===== src/gsfp_consts.svh =====
// Constants of the general-purpose pin, strap and flag port.
// Behaviour
// (RQ1) Each pin has its own direction bit.
// (RQ2) Data reads input levels, drives output pins.
// (RQ3) Reset makes all eight pins inputs.
// (RQ4) Board holds pin 7 low at reset.
// (RQ5) Pins 2..0 captured as boot mode.
// (RQ6) After boot, strap pins are ordinary pins.
// (RQ7) Pin 4 drives handshake during some boots.
// (RQ8) After boot, application may reassign pin 4.
// (RQ9) Pin 4 at reset loads clock source bit.
// (RQ10) Clock source bit selects oscillator or external.
// (RQ11) Pin 6 level selects multiplexed port function.
// (RQ12) Flag set, cleared, or loaded from status.
// (RQ13) Flag output is one during reset.
// (RQ14) Fast peripheral clock is source divided by four.
// (RQ15) Every pin input passes two synchroniser stages.
`ifndef GSFP_CONSTS_SVH
`define GSFP_CONSTS_SVH

// ----------------------------------------------------------------------------
// Register byte offsets.
// ----------------------------------------------------------------------------
`define GSFP_OFS_DIR        12'h000
`define GSFP_OFS_DATA       12'h004
`define GSFP_OFS_CLKMODE    12'h008
`define GSFP_OFS_BOOT       12'h00c
`define GSFP_OFS_FLAGCMD    12'h010
`define GSFP_OFS_STATUS1    12'h014

// ----------------------------------------------------------------------------
// Field positions.
// ----------------------------------------------------------------------------
`define GSFP_CLKSEL_BIT     0
`define GSFP_BOOT_HSVAL_BIT 0
`define GSFP_BOOT_DONE_BIT  1
`define GSFP_BOOT_MODE_LSB  4
`define GSFP_BOOT_MUX_BIT   7
`define GSFP_FLAG_SET_BIT   0
`define GSFP_FLAG_CLR_BIT   1
`define GSFP_STATUS1_FLAG   0
`define GSFP_PIN_HANDSHAKE  4
`define GSFP_PIN_MUXSEL     6

// ----------------------------------------------------------------------------
// Reset values and counts.
// ----------------------------------------------------------------------------
`define GSFP_DIR_RESET      8'h00
`define GSFP_DATA_RESET     8'h00
`define GSFP_FLAG_RESET     1'b1
`define GSFP_HSVAL_RESET    1'b1
`define GSFP_HS_MODES       8'hf0
`define GSFP_FAST_DIV       2'h3

`endif


===== src/gsfp_pkg.sv =====
// Types of the general-purpose pin, strap and flag port.
package gsfp_pkg;

    typedef enum logic {
        GSFP_BOOTING,
        GSFP_RUNNING
    } gsfp_phase_e;

    typedef logic [7:0] gsfp_pins_t;

endpackage : gsfp_pkg


===== src/gsfp_gpio_port.sv =====
// Eight-pin general-purpose port with boot straps, clock select and flag.
`timescale 1ns/100ps
`include "gsfp_consts.svh"

module gsfp_gpio_port (
    input  wire logic                core_clk,
    input  wire logic                rst,
    // APB slave.
    input  wire logic                psel,
    input  wire logic                penable,
    input  wire logic                pwrite,
    input  wire logic [11:0]         paddr,
    input  wire logic [31:0]         pwdata,
    output logic      [31:0]         prdata,
    output logic                     pready,
    output logic                     pslverr,
    // General-purpose pins.
    input  wire gsfp_pkg::gsfp_pins_t gpioIn,
    output gsfp_pkg::gsfp_pins_t     gpioOut,
    output gsfp_pkg::gsfp_pins_t     gpioOe,
    // Clock sources, sampled as ordinary inputs.
    input  wire logic                oscillatorClock,
    input  wire logic                externalClockInput,
    // Status toward the rest of the device.
    output logic [2:0]               bootModeSelect,
    output logic                     bootActive,
    output logic                     clockSourceSelectBit,
    output logic                     fastPeripheralClockEn,
    output logic                     parallelHostPortSel,
    output logic                     externalFlagOutput
);

    // ------------------------------------------------------------------------
    // Input synchronisers.
    // ------------------------------------------------------------------------
    gsfp_pkg::gsfp_pins_t pinMeta_q;
    gsfp_pkg::gsfp_pins_t pinSync_q;
    logic [1:0]           clkMeta_q;
    logic [1:0]           clkSync_q;

    always_ff @(posedge core_clk) begin
        pinMeta_q <= gpioIn;                                  // [RQ15]
        pinSync_q <= pinMeta_q;                               // [RQ15]
    end

    always_ff @(posedge core_clk) begin
        clkMeta_q <= {externalClockInput, oscillatorClock};
        clkSync_q <= clkMeta_q;
    end

    // ------------------------------------------------------------------------
    // APB decode.
    // ------------------------------------------------------------------------
    logic setupPhase;
    logic accessPhase;
    logic wrEn;
    logic hitDir;
    logic hitData;
    logic hitClkMode;
    logic hitBoot;
    logic hitFlagCmd;
    logic hitStatus1;
    logic hitAny;

    assign setupPhase  = psel && !penable;
    assign accessPhase = psel && penable;
    assign hitDir      = paddr == `GSFP_OFS_DIR;
    assign hitData     = paddr == `GSFP_OFS_DATA;
    assign hitClkMode  = paddr == `GSFP_OFS_CLKMODE;
    assign hitBoot     = paddr == `GSFP_OFS_BOOT;
    assign hitFlagCmd  = paddr == `GSFP_OFS_FLAGCMD;
    assign hitStatus1  = paddr == `GSFP_OFS_STATUS1;
    assign hitAny      = hitDir || hitData || hitClkMode || hitBoot
                         || hitFlagCmd || hitStatus1;
    assign wrEn        = accessPhase && pwrite && hitAny;

    // The slave never inserts wait states.
    assign pready  = 1'b1;
    assign pslverr = accessPhase && !hitAny;

    // ------------------------------------------------------------------------
    // Direction and data registers.
    // ------------------------------------------------------------------------
    gsfp_pkg::gsfp_pins_t dir_q;
    gsfp_pkg::gsfp_pins_t data_q;

    always_ff @(posedge core_clk) begin
        if (rst) begin
            dir_q <= `GSFP_DIR_RESET;                         // [RQ3]
        end else if (wrEn && hitDir) begin
            dir_q <= pwdata[7:0];                             // [RQ1]
        end
    end

    always_ff @(posedge core_clk) begin
        if (rst) begin
            data_q <= `GSFP_DATA_RESET;
        end else if (wrEn && hitData) begin
            data_q <= pwdata[7:0];                            // [RQ2]
        end
    end

    // ------------------------------------------------------------------------
    // Straps caught while reset is held; the last sample before release stays.
    // ------------------------------------------------------------------------
    logic [2:0] bootMode_q;
    logic       clkSel_q;

    always_ff @(posedge core_clk) begin
        if (rst) begin
            bootMode_q <= pinSync_q[2:0];                     // [RQ5]
        end
    end

    always_ff @(posedge core_clk) begin
        if (rst) begin
            clkSel_q <= pinSync_q[`GSFP_PIN_HANDSHAKE];       // [RQ9]
        end else if (wrEn && hitClkMode) begin
            clkSel_q <= pwdata[`GSFP_CLKSEL_BIT];             // [RQ10]
        end
    end

    // ------------------------------------------------------------------------
    // Boot phase and handshake pin.
    // ------------------------------------------------------------------------
    gsfp_pkg::gsfp_phase_e phase_q;
    logic                  hsVal_q;
    logic                  hsMode;
    logic                  hsDrive;

    always_ff @(posedge core_clk) begin
        if (rst) begin
            phase_q <= gsfp_pkg::GSFP_BOOTING;
        end else begin
            unique case (phase_q)
                gsfp_pkg::GSFP_BOOTING: begin
                    if (wrEn && hitBoot && pwdata[`GSFP_BOOT_DONE_BIT]) begin
                        phase_q <= gsfp_pkg::GSFP_RUNNING;    // [RQ6]
                    end
                end
                gsfp_pkg::GSFP_RUNNING: begin
                    phase_q <= gsfp_pkg::GSFP_RUNNING;
                end
            endcase
        end
    end

    always_ff @(posedge core_clk) begin
        if (rst) begin
            hsVal_q <= `GSFP_HSVAL_RESET;
        end else if (wrEn && hitBoot) begin
            hsVal_q <= pwdata[`GSFP_BOOT_HSVAL_BIT];
        end
    end

    assign hsMode  = 1'(`GSFP_HS_MODES >> bootMode_q);
    assign hsDrive = (phase_q == gsfp_pkg::GSFP_BOOTING) && hsMode;   // [RQ7]

    // ------------------------------------------------------------------------
    // Pin drivers.
    // ------------------------------------------------------------------------
    gsfp_pkg::gsfp_pins_t pinOe_d;
    gsfp_pkg::gsfp_pins_t pinOut_d;
    gsfp_pkg::gsfp_pins_t pinOe_q;
    gsfp_pkg::gsfp_pins_t pinOut_q;

    always_comb begin
        pinOe_d  = dir_q;                                     // [RQ1]
        pinOut_d = data_q;                                    // [RQ2]
        if (phase_q == gsfp_pkg::GSFP_BOOTING) begin
            // Strap pins stay inputs until the boot is declared done.
            pinOe_d[2:0] = 3'h0;                              // [RQ6]
        end
        if (hsDrive) begin
            pinOe_d[`GSFP_PIN_HANDSHAKE]  = 1'b1;             // [RQ7]
            pinOut_d[`GSFP_PIN_HANDSHAKE] = hsVal_q;
        end
        // Once running, pin 4 follows the direction and data registers.
    end                                                       // [RQ8]

    always_ff @(posedge core_clk) begin
        if (rst) begin
            pinOe_q  <= 8'h00;                                // [RQ3]
            pinOut_q <= 8'h00;
        end else begin
            pinOe_q  <= pinOe_d;
            pinOut_q <= pinOut_d;
        end
    end

    assign gpioOe  = pinOe_q;
    assign gpioOut = pinOut_q;

    // ------------------------------------------------------------------------
    // Multiplexed port function select.
    // ------------------------------------------------------------------------
    logic muxSel_q;

    always_ff @(posedge core_clk) begin
        if (rst) begin
            muxSel_q <= 1'b0;
        end else begin
            muxSel_q <= pinSync_q[`GSFP_PIN_MUXSEL];          // [RQ11]
        end
    end

    assign parallelHostPortSel = muxSel_q;

    // ------------------------------------------------------------------------
    // Fast peripheral clock enable: selected source divided by four.
    // ------------------------------------------------------------------------
    logic       srcLevel;
    logic       srcPrev_q;
    logic       srcRise;
    logic [1:0] div_q;
    logic       fastEn_q;

    assign srcLevel = clkSel_q ? clkSync_q[1] : clkSync_q[0]; // [RQ10]
    assign srcRise  = srcLevel && !srcPrev_q;

    always_ff @(posedge core_clk) begin
        srcPrev_q <= srcLevel;
    end

    // The count is cleared while reset is held, since a count that starts unknown stays so.
    // The first pulse after release comes on the fourth source edge.
    always_ff @(posedge core_clk) begin
        fastEn_q <= 1'b0;
        if (rst) begin
            div_q <= 2'h0;
        end else if (srcRise) begin
            div_q <= div_q + 2'h1;                            // [RQ14]
            fastEn_q <= div_q == `GSFP_FAST_DIV;              // [RQ14]
        end
    end

    assign fastPeripheralClockEn = fastEn_q;

    // ------------------------------------------------------------------------
    // External flag.
    // ------------------------------------------------------------------------
    logic flag_q;

    always_ff @(posedge core_clk) begin
        if (rst) begin
            flag_q <= `GSFP_FLAG_RESET;                       // [RQ13]
        end else if (wrEn && hitStatus1) begin
            flag_q <= pwdata[`GSFP_STATUS1_FLAG];             // [RQ12]
        end else if (wrEn && hitFlagCmd && pwdata[`GSFP_FLAG_SET_BIT]) begin
            flag_q <= 1'b1;                                   // [RQ12]
        end else if (wrEn && hitFlagCmd && pwdata[`GSFP_FLAG_CLR_BIT]) begin
            flag_q <= 1'b0;                                   // [RQ12]
        end
    end

    assign externalFlagOutput = rst ? 1'b1 : flag_q;         // [RQ13]

    // ------------------------------------------------------------------------
    // Read data, registered in the setup phase.
    // ------------------------------------------------------------------------
    logic [31:0] rd_d;
    logic [31:0] rd_q;
    gsfp_pkg::gsfp_pins_t pinView;

    always_comb begin
        for (int i = 0; i < 8; i++) begin
            pinView[i] = pinOe_q[i] ? data_q[i] : pinSync_q[i];   // [RQ2]
        end
    end

    always_comb begin
        rd_d = 32'h0000_0000;
        if (hitDir) begin
            rd_d[7:0] = dir_q;
        end
        if (hitData) begin
            rd_d[7:0] = pinView;
        end
        if (hitClkMode) begin
            rd_d[`GSFP_CLKSEL_BIT] = clkSel_q;
        end
        if (hitBoot) begin
            rd_d[`GSFP_BOOT_HSVAL_BIT]    = hsVal_q;
            rd_d[`GSFP_BOOT_DONE_BIT]     = phase_q == gsfp_pkg::GSFP_RUNNING;
            rd_d[`GSFP_BOOT_MODE_LSB +: 3] = bootMode_q;
            rd_d[`GSFP_BOOT_MUX_BIT]      = muxSel_q;
        end
        if (hitFlagCmd || hitStatus1) begin
            rd_d[`GSFP_STATUS1_FLAG] = flag_q;
        end
    end

    always_ff @(posedge core_clk) begin
        if (rst) begin
            rd_q <= 32'h0000_0000;
        end else if (setupPhase && !pwrite) begin
            rd_q <= rd_d;
        end
    end

    assign prdata = rd_q;

    // ------------------------------------------------------------------------
    // Status outputs.
    // ------------------------------------------------------------------------
    assign bootModeSelect       = bootMode_q;                 // [RQ5]
    assign bootActive           = phase_q == gsfp_pkg::GSFP_BOOTING;
    assign clockSourceSelectBit = clkSel_q;

endmodule : gsfp_gpio_port


===== config.mk =====
export PLATFORM = sky130hd
export DESIGN_NAME = gsfp_gpio_port
export DESIGN_NICKNAME = d
export VERILOG_FILES = /design/src/gsfp_pkg.sv /design/src/gsfp_gpio_port.sv
export VERILOG_INCLUDE_DIRS = /design/src
export SDC_FILE = /design/constraint.sdc
export NUM_CORES = 1
export LEC_CHECK = 0
export BUFFER_PORTS_ARGS = -buffer_cell sky130_fd_sc_hd__buf_2
export CORE_ASPECT_RATIO = 0.7
export CORE_MARGIN = 2
export CORE_UTILIZATION = 30
export DETAILED_ROUTE_END_ITERATION = 10
export GPL_ROUTABILITY_DRIVEN = 0
export GPL_TIMING_DRIVEN = 0
export MAX_ROUTING_LAYER = met4
export PLACE_DENSITY = 0.56
export SLEW_MARGIN = 10
export SYNTH_ARGS = -nofsm -noshare
export SYNTH_HDL_FRONTEND = slang
export SYNTH_SLANG_ARGS = --single-unit

===== constraint.sdc =====
create_clock -name core_clk -period 1.9 [get_ports core_clk]
set_clock_uncertainty 0.2 [all_clocks]
set_input_delay 0.285 -clock core_clk [delete_from_list [all_inputs] [get_ports core_clk]]
set_output_delay 0.285 -clock core_clk [all_outputs]
set_load 0.03 [all_outputs]

==> metrics.log, run 1 <==
[metrics] area added between synthesis and finish: 36.3%
[metrics] number of global-route vias before repair: 2241
[metrics] final-report hold violation count: 0
[metrics] number of nets at the end of the flow: 441
[metrics] Synth Area in Compound Gates: 0.108
[metrics] most area-hungry cell type in the Yosys netlist: dfxtp_1
[metrics] final period utilization: 0.962
[metrics] synth unique cells: 44
[metrics] worst setup timing slack at the placement stage: -0.278 ns
[metrics] number of I/O pins: 117
[metrics] clock sink count: 72
[metrics] main area contributors after synthesis: dfxtp_1, buf_4, mux2_2
[metrics] cell with the most instances after synthesis: dfxtp_1
[metrics] final slew viol count: 0
[metrics] flip-flop and latch count after synthesis: 72
[metrics] area share of xor/xnor cells in the synthesized design: 0.00314
[metrics] clock-pin transition on the worst setup and hold timing paths: 0.06 ns
[metrics] Port Buf Inserts: 66
[metrics] detailed-route DRC error count: 0
[metrics] leading register cell type out of synthesis: dfxtp_1
[metrics] CP Cell Sequence: buf_2, clkbuf_1, clkbuf_1, a31o_2
[metrics] Global Route Usage Sum: 0.154
[metrics] maximum number of pins on one net before global-route repair: 14
[metrics] Inserted Diodes: 0
[metrics] Static Leak: 1.69 nW
[metrics] total via count after detailed routing: 2254
[metrics] Finish-stage setup viols: 0
[metrics] IR drop worst, VDD: 425 uV
[metrics] sequential-to-total area share from yosys stat: 0.531
[metrics] Vias per Instance: 4.42
[metrics] H-tree levels: 3
[metrics] Fill cells: 900
[metrics] placed wire-length estimate after detailed placement: 5250 um
[metrics] detail-routed net length per standard cell: 14.0 um
[metrics] buffer levels on the longest clock path: 2
[metrics] worst-path maximum fanout: 12
[metrics] initial antenna violation count: 0
[metrics] post-layout util: 0.421
[metrics] final setup margin: 0.0719 ns
[metrics] Hold Crit Class: input port to flop
[metrics] gate family responsible for the most delay along the worst path: buffers and inverters
[metrics] power per standard cell area: 981 nW/um^2
[metrics] initial core utilization: 0.309
[metrics] Root Buffer: clkbuf_16
[metrics] Row Count: 29
[metrics] layout cell share with drive strength beyond 1: 0.347
[metrics] multiplexer fraction of the synthesized cell area: 0.0695
[metrics] most congested layer reported by global routing: met2
[metrics] largest family of logic cells by synthesized area: simple AND/OR/NAND/NOR gates
[metrics] iteration count of the initial detailed-routing pass: 4
[metrics] met2 track demand over resource in global routing: 0.230
[metrics] TritonCTS Buffers: 9
[metrics] global-route wire length before repair: 11400 um
[metrics] die area: 10100 um^2
[metrics] RSZ-0062 raised after global routing: false
[metrics] Routed WL: 7160 um
[metrics] worst slew margin relative to its limit: 0.633
[metrics] CP max stage delay: 0.49 ns
[metrics] most prevalent standard cell on the critical path: clkbuf_1
[metrics] met3 routing resource usage after global routing: 0.0550
[metrics] final std cells w/o fill: 510
[metrics] TritonCTS clock tree: built
[metrics] critical path buffer and inverter count: 3
[metrics] Worst-Skew Late Latency: 0.34 ns
[metrics] CP max-delay cell: clkbuf_1
[metrics] post-layout minimum cycle time: 1.83 ns
[metrics] crit path launch type: input port
[metrics] synthesized area divided by synthesized cell count: 10.3 um^2
[metrics] CP endpoint kind: flop
[metrics] number of violations of the max-capacitance limit: 0
[metrics] adder and majority cell fraction of the synthesized area: 0.00448
[metrics] Critical Path AT: 1.69 ns
[metrics] result of the run: complete, no violations
[metrics] required time of the critical path: 1.76 ns
[metrics] floorplan core area: 9030 um^2
[metrics] Netlist Area Pre-Place: 2790 um^2
[metrics] f_max: 547 MHz
[metrics] synthesized netlist cell count: 271
[metrics] vertical die dimension: 84.7 um
[metrics] Synth Warn #: 0
[metrics] area fraction of the dominant cell type after synthesis: 0.488
[metrics] Detail Route Antenna Nets: 0
[metrics] Overflow after GRT: 0
[metrics] Worst Tran Pin Value: 0.551 ns
[metrics] placed instance count: 484
[metrics] post-synthesis simple-gate area fraction: 0.190
[metrics] number of flops mapped to enable cells by yosys: 4
[metrics] Chip Width: 119 um
[metrics] leading cell types by count after synthesis: dfxtp_1, buf_4, nor2_1
[metrics] category of the critical setup timing path: input port to flop
[metrics] share of flip-flops with an asynchronous set or reset after synthesis: 0
[metrics] DRC marker count from the first detailed-route iteration: 144
[metrics] Setup TNS: 0 ns
[metrics] met1 track demand over resource in global routing: 0.192
-- power breakdown --
part,internal [mW],switching (mW)
combinational,0.123,0.197
clock,1.18,0.653
sequential,1.56,0.0181
total,2.86,0.868
-- what timing repair did --
item | in CTS | in global routing
setup buffers | 0 | 0
setup endpoints to repair | 1 | 9
pin swaps | 0 | 0
hold buffers | 10 | 0
hold endpoints to repair | 10 | 0
gates resized for setup | 1 | 2
-- per-stage QoR --
| step | power (mW) | hold slack [ns] | instance area, um^2 |
|---|---|---|---|
| after floorplan | 1.82 | 0.110 | 2880 |
| after global placement | 1.91 | 0.113 | 3360 |
| after detailed placement | 1.92 | 0.114 | 3360 |
| after CTS | 3.77 | 0.00799 | 3800 |
| after global routing | 3.87 | 0.0256 | 3800 |
| final | 3.73 | 0.0145 | 3800 |
-- area by class of cell --
type,count,area [um^2],area share
multi-input cells,181,1150,0.301
plain buffers,36,238,0.0625
well taps,124,155,0.0408
clock buffers,11,275,0.0724
repair buffers,76,430,0.113
flip-flops and latches,72,1480,0.390
clock inverters,5,57.6,0.0151
inverters,5,18.8,0.00494
-- cell usage in the layout, fill, tap and decap left out, types with 6 or more instances in the layout --
| cell | n |
|---|---|
| mux2_2 | 11 |
| buf_2 | 69 |
| o31ai_1 | 6 |
| dlygate4sd3_1 | 10 |
| nor2_1 | 22 |
| nand3_1 | 11 |
| mux2i_1 | 7 |
| buf_4 | 26 |
| dfxtp_1 | 68 |
| a21oi_1 | 14 |
| nor2b_1 | 19 |
| nand2_1 | 11 |
| clkbuf_16 | 11 |
| conb_1 | 25 |
| o21ai_0 | 10 |
-- worst register-to-register path: cells and delay by family, from the launching register on --
kind	cells	cell delay (ns)
muxes	1	0.12
AOI/OAI and AO/OA	3	0.78
DFF	1	0.33
-- kinds of logic after synthesis --
kind of cell    Yosys count
simple gates             90
flops                    72
compound gates           46
buf+inv                  41
mux                      18
other cells               2
fa+ha+maj                 1
xor+xnor                  1
-- flip-flops by register name (all words and copies together), names as in the netlist --
signal                 flops
pinSync_q                  8
prdata                     8
fastPeripheralClockEn      1
hsVal_q                    1
clockSourceSelectBit       1
gpioOe                     8
dir_q                      8
flag_q                     1
div_q                      2
parallelHostPortSel        1
data_q                     8
clkMeta_q                  2
bootModeSelect             3
clkSync_q                  2
phase_q                    1
srcPrev_q                  1
pinMeta_q                  8
gpioOut                    8
-- path summary, 6_finish.rpt --
check / from / end / slack [ns] / cells after the start
worst min register to register: pinMeta_q[1]$_DFF_P_ / pinSync_q[1]$_DFF_P_ / 0.13 / 0
worst max register to register: gpioOe[0]$_SDFF_PP0_ / prdata[0]$_SDFFE_PP0P_ / 0.38 / 4
worst min-delay path: pwdata[3] / dir_q[3]$_SDFFE_PP0P_ / 0.01 / 3
worst max-delay path: rst / clockSourceSelectBit$_DFFE_PP_ / 0.07 / 4
-- routing by layer --
metal | vias up | part of all wire
li1 | 1119 | -
met1 | 1059 | 0.48
met2 | 67 | 0.43
met3 | 9 | 0.075
met4 | 0 | 0.015
met5 | - | 0
Power figures use the tool's default switching activity.
==> run 2, diff against run 1 <==
--- a/config.mk
+++ b/config.mk
@@ -10,11 +10,13 @@
 export CORE_ASPECT_RATIO = 0.7
 export CORE_MARGIN = 2
 export CORE_UTILIZATION = 30
+export CTS_BUF_LIST = sky130_fd_sc_hd__clkbuf_4 sky130_fd_sc_hd__clkbuf_8
 export DETAILED_ROUTE_END_ITERATION = 10
 export GPL_ROUTABILITY_DRIVEN = 0
 export GPL_TIMING_DRIVEN = 0
 export MAX_ROUTING_LAYER = met4
 export PLACE_DENSITY = 0.56
+export REMOVE_ABC_BUFFERS = 1
 export SLEW_MARGIN = 10
 export SYNTH_ARGS = -nofsm -noshare
 export SYNTH_HDL_FRONTEND = slang
==> run 2 against run 1 <==
  * Setup slack worse by 0.012 ns
  * Design area down 6.6%
  * Routed wire length decreased by 7.4%
  * Maximum frequency down 0.65%
  * Total power is 12% lower
  * Cell count fell by 5.5%
  * Register-to-register slack hardly changed
  * Core utilization fell by 2.8 points
  * First-iteration DRC count shrank 9.0%
  * Count of clock-buffer cells in the layout up 1
  * Critical path depth is 1 higher
  * Global-route usage decreased by 1.7 points
  * Critical path type unchanged
  * Critical endpoint is now hsVal_q$_SDFFE_PP1P_
==> metrics.log, run 2 (synthesis gave the netlist of run 1 again) <==
[metrics] TritonCTS Buffers: 9 (unchanged)
[metrics] H-tree levels: 3 (unchanged)
[metrics] buffer levels on the longest clock path: 2 (unchanged)
[metrics] required time of the critical path: 1.93 ns (+0.17 ns)
[metrics] startpoint of the lowest-slack register-to-register path: gpioOe[0]$_SDFF_PP0_
[metrics] f_max: 543 MHz (-0.65%)
[metrics] Root Buffer: clkbuf_8
[metrics] CP max stage delay: 0.50 ns (about the same)
[metrics] category of the critical setup timing path: input port to flop
[metrics] most congested layer reported by global routing: met2
[metrics] Detail Route Antenna Nets: 0 (unchanged)
[metrics] number of nets at the end of the flow: 413 (-6.3%)
[metrics] worst slew margin relative to its limit: 0.645 (+0.0121)
[metrics] Fill cells: 902 (+0.22%)
[metrics] detailed-route DRC error count: 0 (unchanged)
[metrics] post-layout minimum cycle time: 1.84 ns (+0.0119 ns)
[metrics] Worst Tran Pin Value: 0.531 ns (-0.0201 ns)
[metrics] Worst-Skew Late Latency: 0.34 ns (about the same)
[metrics] power per standard cell area: 920 nW/um^2 (-6.2%)
[metrics] met1 track demand over resource in global routing: 0.185 (-0.00663)
[metrics] result of the run: complete, no violations
[metrics] met3 routing resource usage after global routing: 0.0442 (-0.0109)
[metrics] maximum number of pins on one net before global-route repair: 49 (+35)
[metrics] worst r2r path cells: 4 (unchanged)
[metrics] die area: 10100 um^2 (unchanged)
[metrics] floorplan core area: 9030 um^2 (unchanged)
[metrics] global-route wire length before repair: 10000 um (-12%)
[metrics] vertical die dimension: 84.7 um (unchanged)
[metrics] placed wire-length estimate after detailed placement: 4560 um (-13%)
[metrics] TritonCTS clock tree: built
[metrics] startpoint of the worst setup timing path: paddr[2]
[metrics] most frequent standard cell in the layout excluding fill and tap cells: dfxtp_1
[metrics] Vias per Instance: 4.44 (+0.41%)
[metrics] Row Count: 29 (unchanged)
[metrics] CP Cell Sequence: buf_2, and2_0, nand4_1, o31ai_1, nand2_1
[metrics] CP max-delay cell: and2_0
[metrics] Static Leak: 1.52 nW (-10%)
[metrics] Critical Path AT: 1.87 ns (+0.18 ns)
[metrics] startpoint of the most critical hold path: pwdata[1]
[metrics] Inserted Diodes: 0 (unchanged)
[metrics] final slew viol count: 0 (unchanged)
[metrics] met2 track demand over resource in global routing: 0.192 (-0.0376)
[metrics] Finish-stage setup viols: 0 (unchanged)
[metrics] Overflow after GRT: 0 (unchanged)
[metrics] number of violations of the max-capacitance limit: 0 (unchanged)
[metrics] highest-count cells in the layout ignoring fill and taps: dfxtp_1, buf_2, conb_1, nor2_1, nor2b_1
[metrics] CP endpoint kind: flop
[metrics] initial core utilization: 0.309 (unchanged)
[metrics] Hold Crit Class: input port to flop
[metrics] initial antenna violation count: 0 (unchanged)
[metrics] Port Buf Inserts: 67 (+1.5%)
[metrics] clock-pin transition on the worst setup and hold timing paths: 0.08 ns (+0.02 ns)
[metrics] clock sink count: 72 (unchanged)
[metrics] number of I/O pins: 117 (unchanged)
[metrics] iteration count of the initial detailed-routing pass: 5 (+1)
[metrics] Global Route Usage Sum: 0.137 (-0.0168)
[metrics] reg-to-reg slack, setup: 0.39 ns (about the same)
[metrics] final-report hold violation count: 0 (unchanged)
[metrics] endpoint of the most critical register-to-register path: prdata[0]$_SDFFE_PP0P_
[metrics] detail-routed net length per standard cell: 13.8 um (-2.0%)
[metrics] IR drop worst, VDD: 356 uV (-16%)
[metrics] worst-path maximum fanout: 18 (+6)
[metrics] RSZ-0062 raised after global routing: false
[metrics] total via count after detailed routing: 2139 (-5.1%)
[metrics] DRC marker count from the first detailed-route iteration: 131 (-9.0%)
[metrics] Placed Instance Area: 3130 um^2 (-6.9%)
[metrics] Chip Width: 119 um (unchanged)
[metrics] post-route cell area: 3550 um^2 (-6.6%)
[metrics] final period utilization: 0.968 (+0.00625)
[metrics] layout cell share with drive strength beyond 1: 0.299 (-0.0483)
[metrics] area added between synthesis and finish: 27.3%
[metrics] Design Power: 3.27 mW (-12%)
[metrics] Routed WL: 6630 um (-7.4%)
[metrics] endpoint of the worst setup timing path: hsVal_q$_SDFFE_PP1P_
[metrics] crit path launch type: input port
[metrics] number of global-route vias before repair: 1951 (-13%)
[run 2: layout make-up]
type                    instances  area [um^2]  area share
clock buffers                  12          165      0.0465
clock inverters                 4         73.8      0.0208
inverters                       5         18.8     0.00529
multi-input cells             181         1150       0.324
flip-flops and latches         72         1480       0.417
well taps                     124          155      0.0437
repair buffers                 84          505       0.142
[run 2: worst min-delay path by stage]
stage                                        to  slack (ns)  cells after the start
after CTS                 dir_q[1]$_SDFFE_PP0P_        0.02                      3
final                     dir_q[1]$_SDFFE_PP0P_        0.04                      3
after floorplan            clkSync_q[0]$_DFF_P_        0.11                      0
after detailed placement   pinSync_q[0]$_DFF_P_        0.11                      0
after global routing      dir_q[1]$_SDFFE_PP0P_        0.04                      3
after global placement     pinSync_q[0]$_DFF_P_        0.11                      0
[run 2: per-layer routing]
layer,vias up,part of all wire
li1,1058,-
met1,1001,0.51
met2,73,0.43
met3,7,0.051
met4,0,0.0092
met5,-,0
[run 2: what timing repair did]
action / CTS / global route
pin swaps: 0 / 1
endpoints found under the setup margin: 9 / 5
gates resized for setup: 3 / 2
setup buffers: 0 / 1
hold buffers: 16 / 0
hold endpoints to repair: 17 / 0
[run 2: worst max-delay path, delay by kind of cell]
family	cells	cell delay [ns]
AO/OA/AOI/OAI	1	0.32
buffers and inverters	1	0.30
AND/OR/NAND/NOR	3	0.96
[run 2: report_power, final]
group	internal, mW	total, mW	switching [mW]
Combinational	0.0938	0.280	0.186
Clock	0.848	1.41	0.562
Sequential	1.56	1.58	0.0177
Total	2.50	3.27	0.766
[run 2: through the flow]
step	hold WS (ns)	util	std cells	setup TNS, ns	setup slack [ns]
after detailed placement	0.112	0.346	449	-7.84	-0.568
after global routing	0.0387	0.393	482	0	0.00782
final	0.0440	0.393	482	0	0.0601
after CTS	0.0193	0.391	481	0	0.0348
after global placement	0.111	0.346	449	-7.70	-0.555
after floorplan	0.110	-	258	0	0.0193
==> run 3, diff against run 2 <==
--- a/config.mk
+++ b/config.mk
@@ -7,6 +7,8 @@
 export NUM_CORES = 1
 export LEC_CHECK = 0
 export BUFFER_PORTS_ARGS = -buffer_cell sky130_fd_sc_hd__buf_2
+export CELL_PAD_IN_SITES_DETAIL_PLACEMENT = 1
+export CELL_PAD_IN_SITES_GLOBAL_PLACEMENT = 1
 export CORE_ASPECT_RATIO = 0.7
 export CORE_MARGIN = 2
 export CORE_UTILIZATION = 30
@@ -15,7 +17,7 @@
 export GPL_ROUTABILITY_DRIVEN = 0
 export GPL_TIMING_DRIVEN = 0
 export MAX_ROUTING_LAYER = met4
-export PLACE_DENSITY = 0.56
+export PLACE_DENSITY = 0.71
 export REMOVE_ABC_BUFFERS = 1
 export SLEW_MARGIN = 10
 export SYNTH_ARGS = -nofsm -noshare
==> run 3 against run 2 <==
  * Routed wire length grew 7.4%
  * Die area stayed put
  * Register-to-register slack got worse by 0.03 ns
  * Sequential power about the same
  * Critical path depth stayed put
  * Sequential cell count is the same
  * Sequential share of layout area is essentially flat
  * Hold slack got worse by 0.0093 ns
==> metrics.log, run 3 (synthesis gave the netlist of run 1 again) <==
[metrics] Design Power: 3.32 mW (+1.6%)
[metrics] Detail Route Antenna Nets: 0 (unchanged)
[metrics] final-report hold violation count: 0 (unchanged)
[metrics] post-layout minimum cycle time: 1.82 ns (-0.0219 ns)
[metrics] Root Buffer: clkbuf_8
[metrics] number of violations of the max-capacitance limit: 0 (unchanged)
[metrics] register cell area after layout: 1480 um^2 (unchanged)
[metrics] clock-pin transition on the worst setup and hold timing paths: 0.07 ns (about the same)
[metrics] vertical die dimension: 84.7 um (unchanged)
[metrics] worst-path maximum fanout: 5 (-13)
[metrics] global-route wire length before repair: 11400 um (+14%)
[metrics] detailed-route DRC error count: 0 (unchanged)
[metrics] die area: 10100 um^2 (unchanged)
[metrics] initial antenna violation count: 0 (unchanged)
[metrics] Vias per Instance: 4.46 (+0.44%)
[metrics] maximum number of pins on one net before global-route repair: 49 (unchanged)
[metrics] floorplan core area: 9030 um^2 (unchanged)
[metrics] total via count after detailed routing: 2144 (+0.23%)
[metrics] Global Route Usage Sum: 0.154 (+0.0171)
[metrics] Setup TNS: 0 ns (unchanged)
[metrics] number of global-route vias before repair: 2166 (+11%)
[metrics] Hold Crit Class: input port to flop
[metrics] Static Leak: 1.52 nW (+0.25%)
[metrics] Chip Width: 119 um (unchanged)
[metrics] Worst Tran Pin Value: 0.584 ns (+0.0536 ns)
[metrics] IR drop worst, VDD: 294 uV (-18%)
[metrics] highest-count cells in the layout ignoring fill and taps: dfxtp_1, buf_2, conb_1, nor2_1, nor2b_1
[metrics] placed wire-length estimate after detailed placement: 4990 um (+9.3%)
[metrics] layout cell share with drive strength beyond 1: 0.297 (-0.00196)
[metrics] area of combinational cells with multiple inputs: 1150 um^2 (-0.33%)
[metrics] crit path launch type: input port
[metrics] DRC marker count from the first detailed-route iteration: 171 (+31%)
[metrics] number of I/O pins: 117 (unchanged)
[metrics] Row Count: 29 (unchanged)
[metrics] Fill cells: 1038 (+15%)
[metrics] TritonCTS clock tree: built
[metrics] Port Buf Inserts: 67 (unchanged)
[metrics] category of the critical setup timing path: input port to output pin
[metrics] RSZ-0062 raised after global routing: false
[metrics] f_max: 550 MHz (+1.2%)
[metrics] Critical Path AT: 1.33 ns (-0.54 ns)
[metrics] TritonCTS Buffers: 9 (unchanged)
[metrics] met2 track demand over resource in global routing: 0.227 (+0.0345)
[metrics] initial core utilization: 0.309 (unchanged)
[metrics] H-tree levels: 3 (unchanged)
[metrics] CP endpoint kind: output pin
[metrics] result of the run: complete, no violations
[metrics] buffer levels on the longest clock path: 2 (unchanged)
[metrics] iteration count of the initial detailed-routing pass: 5 (unchanged)
[metrics] area added between synthesis and finish: 27.1%
[metrics] most congested layer reported by global routing: met2
[metrics] power per standard cell area: 936 nW/um^2 (+1.7%)
[metrics] most frequent standard cell in the layout excluding fill and tap cells: dfxtp_1
[metrics] Routed WL: 7120 um (+7.4%)
[metrics] final period utilization: 0.957 (-0.0115)
[metrics] number of nets at the end of the flow: 412 (-0.24%)
[metrics] met1 track demand over resource in global routing: 0.193 (+0.00740)
[metrics] clock sink count: 72 (unchanged)
[metrics] Worst-Skew Late Latency: 0.35 ns (about the same)
[metrics] detail-routed net length per standard cell: 14.8 um (+7.6%)
[metrics] met3 routing resource usage after global routing: 0.0693 (+0.0251)
[metrics] required time of the critical path: 1.41 ns (-0.52 ns)
[metrics] Finish-stage setup viols: 0 (unchanged)
[metrics] worst slew margin relative to its limit: 0.609 (-0.0359)
[metrics] Overflow after GRT: 0 (unchanged)
[metrics] final slew viol count: 0 (unchanged)
[metrics] Inserted Diodes: 0 (unchanged)
[run 3: cell count changes in the layout (fill, tap and decap cells not counted), sizes merged]
cell      delta
clkbuf       +3
buf          -2
clkinvlp     -1
inv          -1
[run 3: worst paths after layout]
| path | start | end | slack [ns] | cells past startpoint |
|---|---|---|---|---|
| worst max-delay path | paddr[1] | pslverr | 0.08 | 5 |
| worst min-delay path | pwdata[0] | dir_q[0]$_SDFFE_PP0P_ | 0.03 | 3 |
| worst max register to register | gpioOe[0]$_SDFF_PP0_ | prdata[0]$_SDFFE_PP0P_ | 0.36 | 4 |
| worst min register to register | pinMeta_q[7]$_DFF_P_ | pinSync_q[7]$_DFF_P_ | 0.13 | 0 |
[run 3: report_power, final]
| part | internal (mW) | switching (mW) |
|---|---|---|
| clock network | 0.898 | 0.560 |
| logic | 0.0933 | 0.188 |
| registers | 1.56 | 0.0192 |
| total | 2.55 | 0.768 |
[run 3: cell type report]
cell class                 count  share of cell area
sequential                    72               0.418
clock buffer                  14              0.0526
timing repair buffer          83               0.140
tap                          124              0.0437
multi-input combinational    181               0.323
clock inverter                 2              0.0169
inverter                       5             0.00529
[run 3: worst max-delay path: stages]
cell and delay, ns:
buf_2 0.11, nor4_4 0.39, and2_2 0.27, a31oi_1 0.09
buf_2 0.19
[run 3: metrics by stage]
| step | area, um^2 | hold slack [ns] | util | cells | setup WS (ns) |
|---|---|---|---|---|---|
| detailed placement | 3130 | 0.115 | 0.346 | 449 | -0.510 |
| CTS | 3540 | 0.0119 | 0.392 | 481 | 0.0143 |
| global route | 3550 | 0.0105 | 0.393 | 481 | 0.00709 |
| floorplan | 2640 | 0.110 | - | 258 | 0.0193 |
| finish | 3550 | 0.0347 | 0.393 | 481 | 0.0820 |
| global placement | 3130 | 0.111 | 0.346 | 449 | -0.492 |
[run 3: what timing repair did]
item                                   4_1_cts  5_1_grt
buffers inserted                             0        0
hold buffers                                16        0
endpoints found under the hold margin       17        0
setup endpoints to repair                    6        9
gates cloned                                 0        0
pin swaps                                    0        0
resized for setup                            1        4
[run 3: metal layers]
layer  up-vias  part of all wire  routed length (um)
met5         -                 0                   0
met4         0            0.0059                  42
met3         4             0.061                 434
met2        54              0.45                3180
met1      1028              0.49                3470
li1       1058                 -                   -
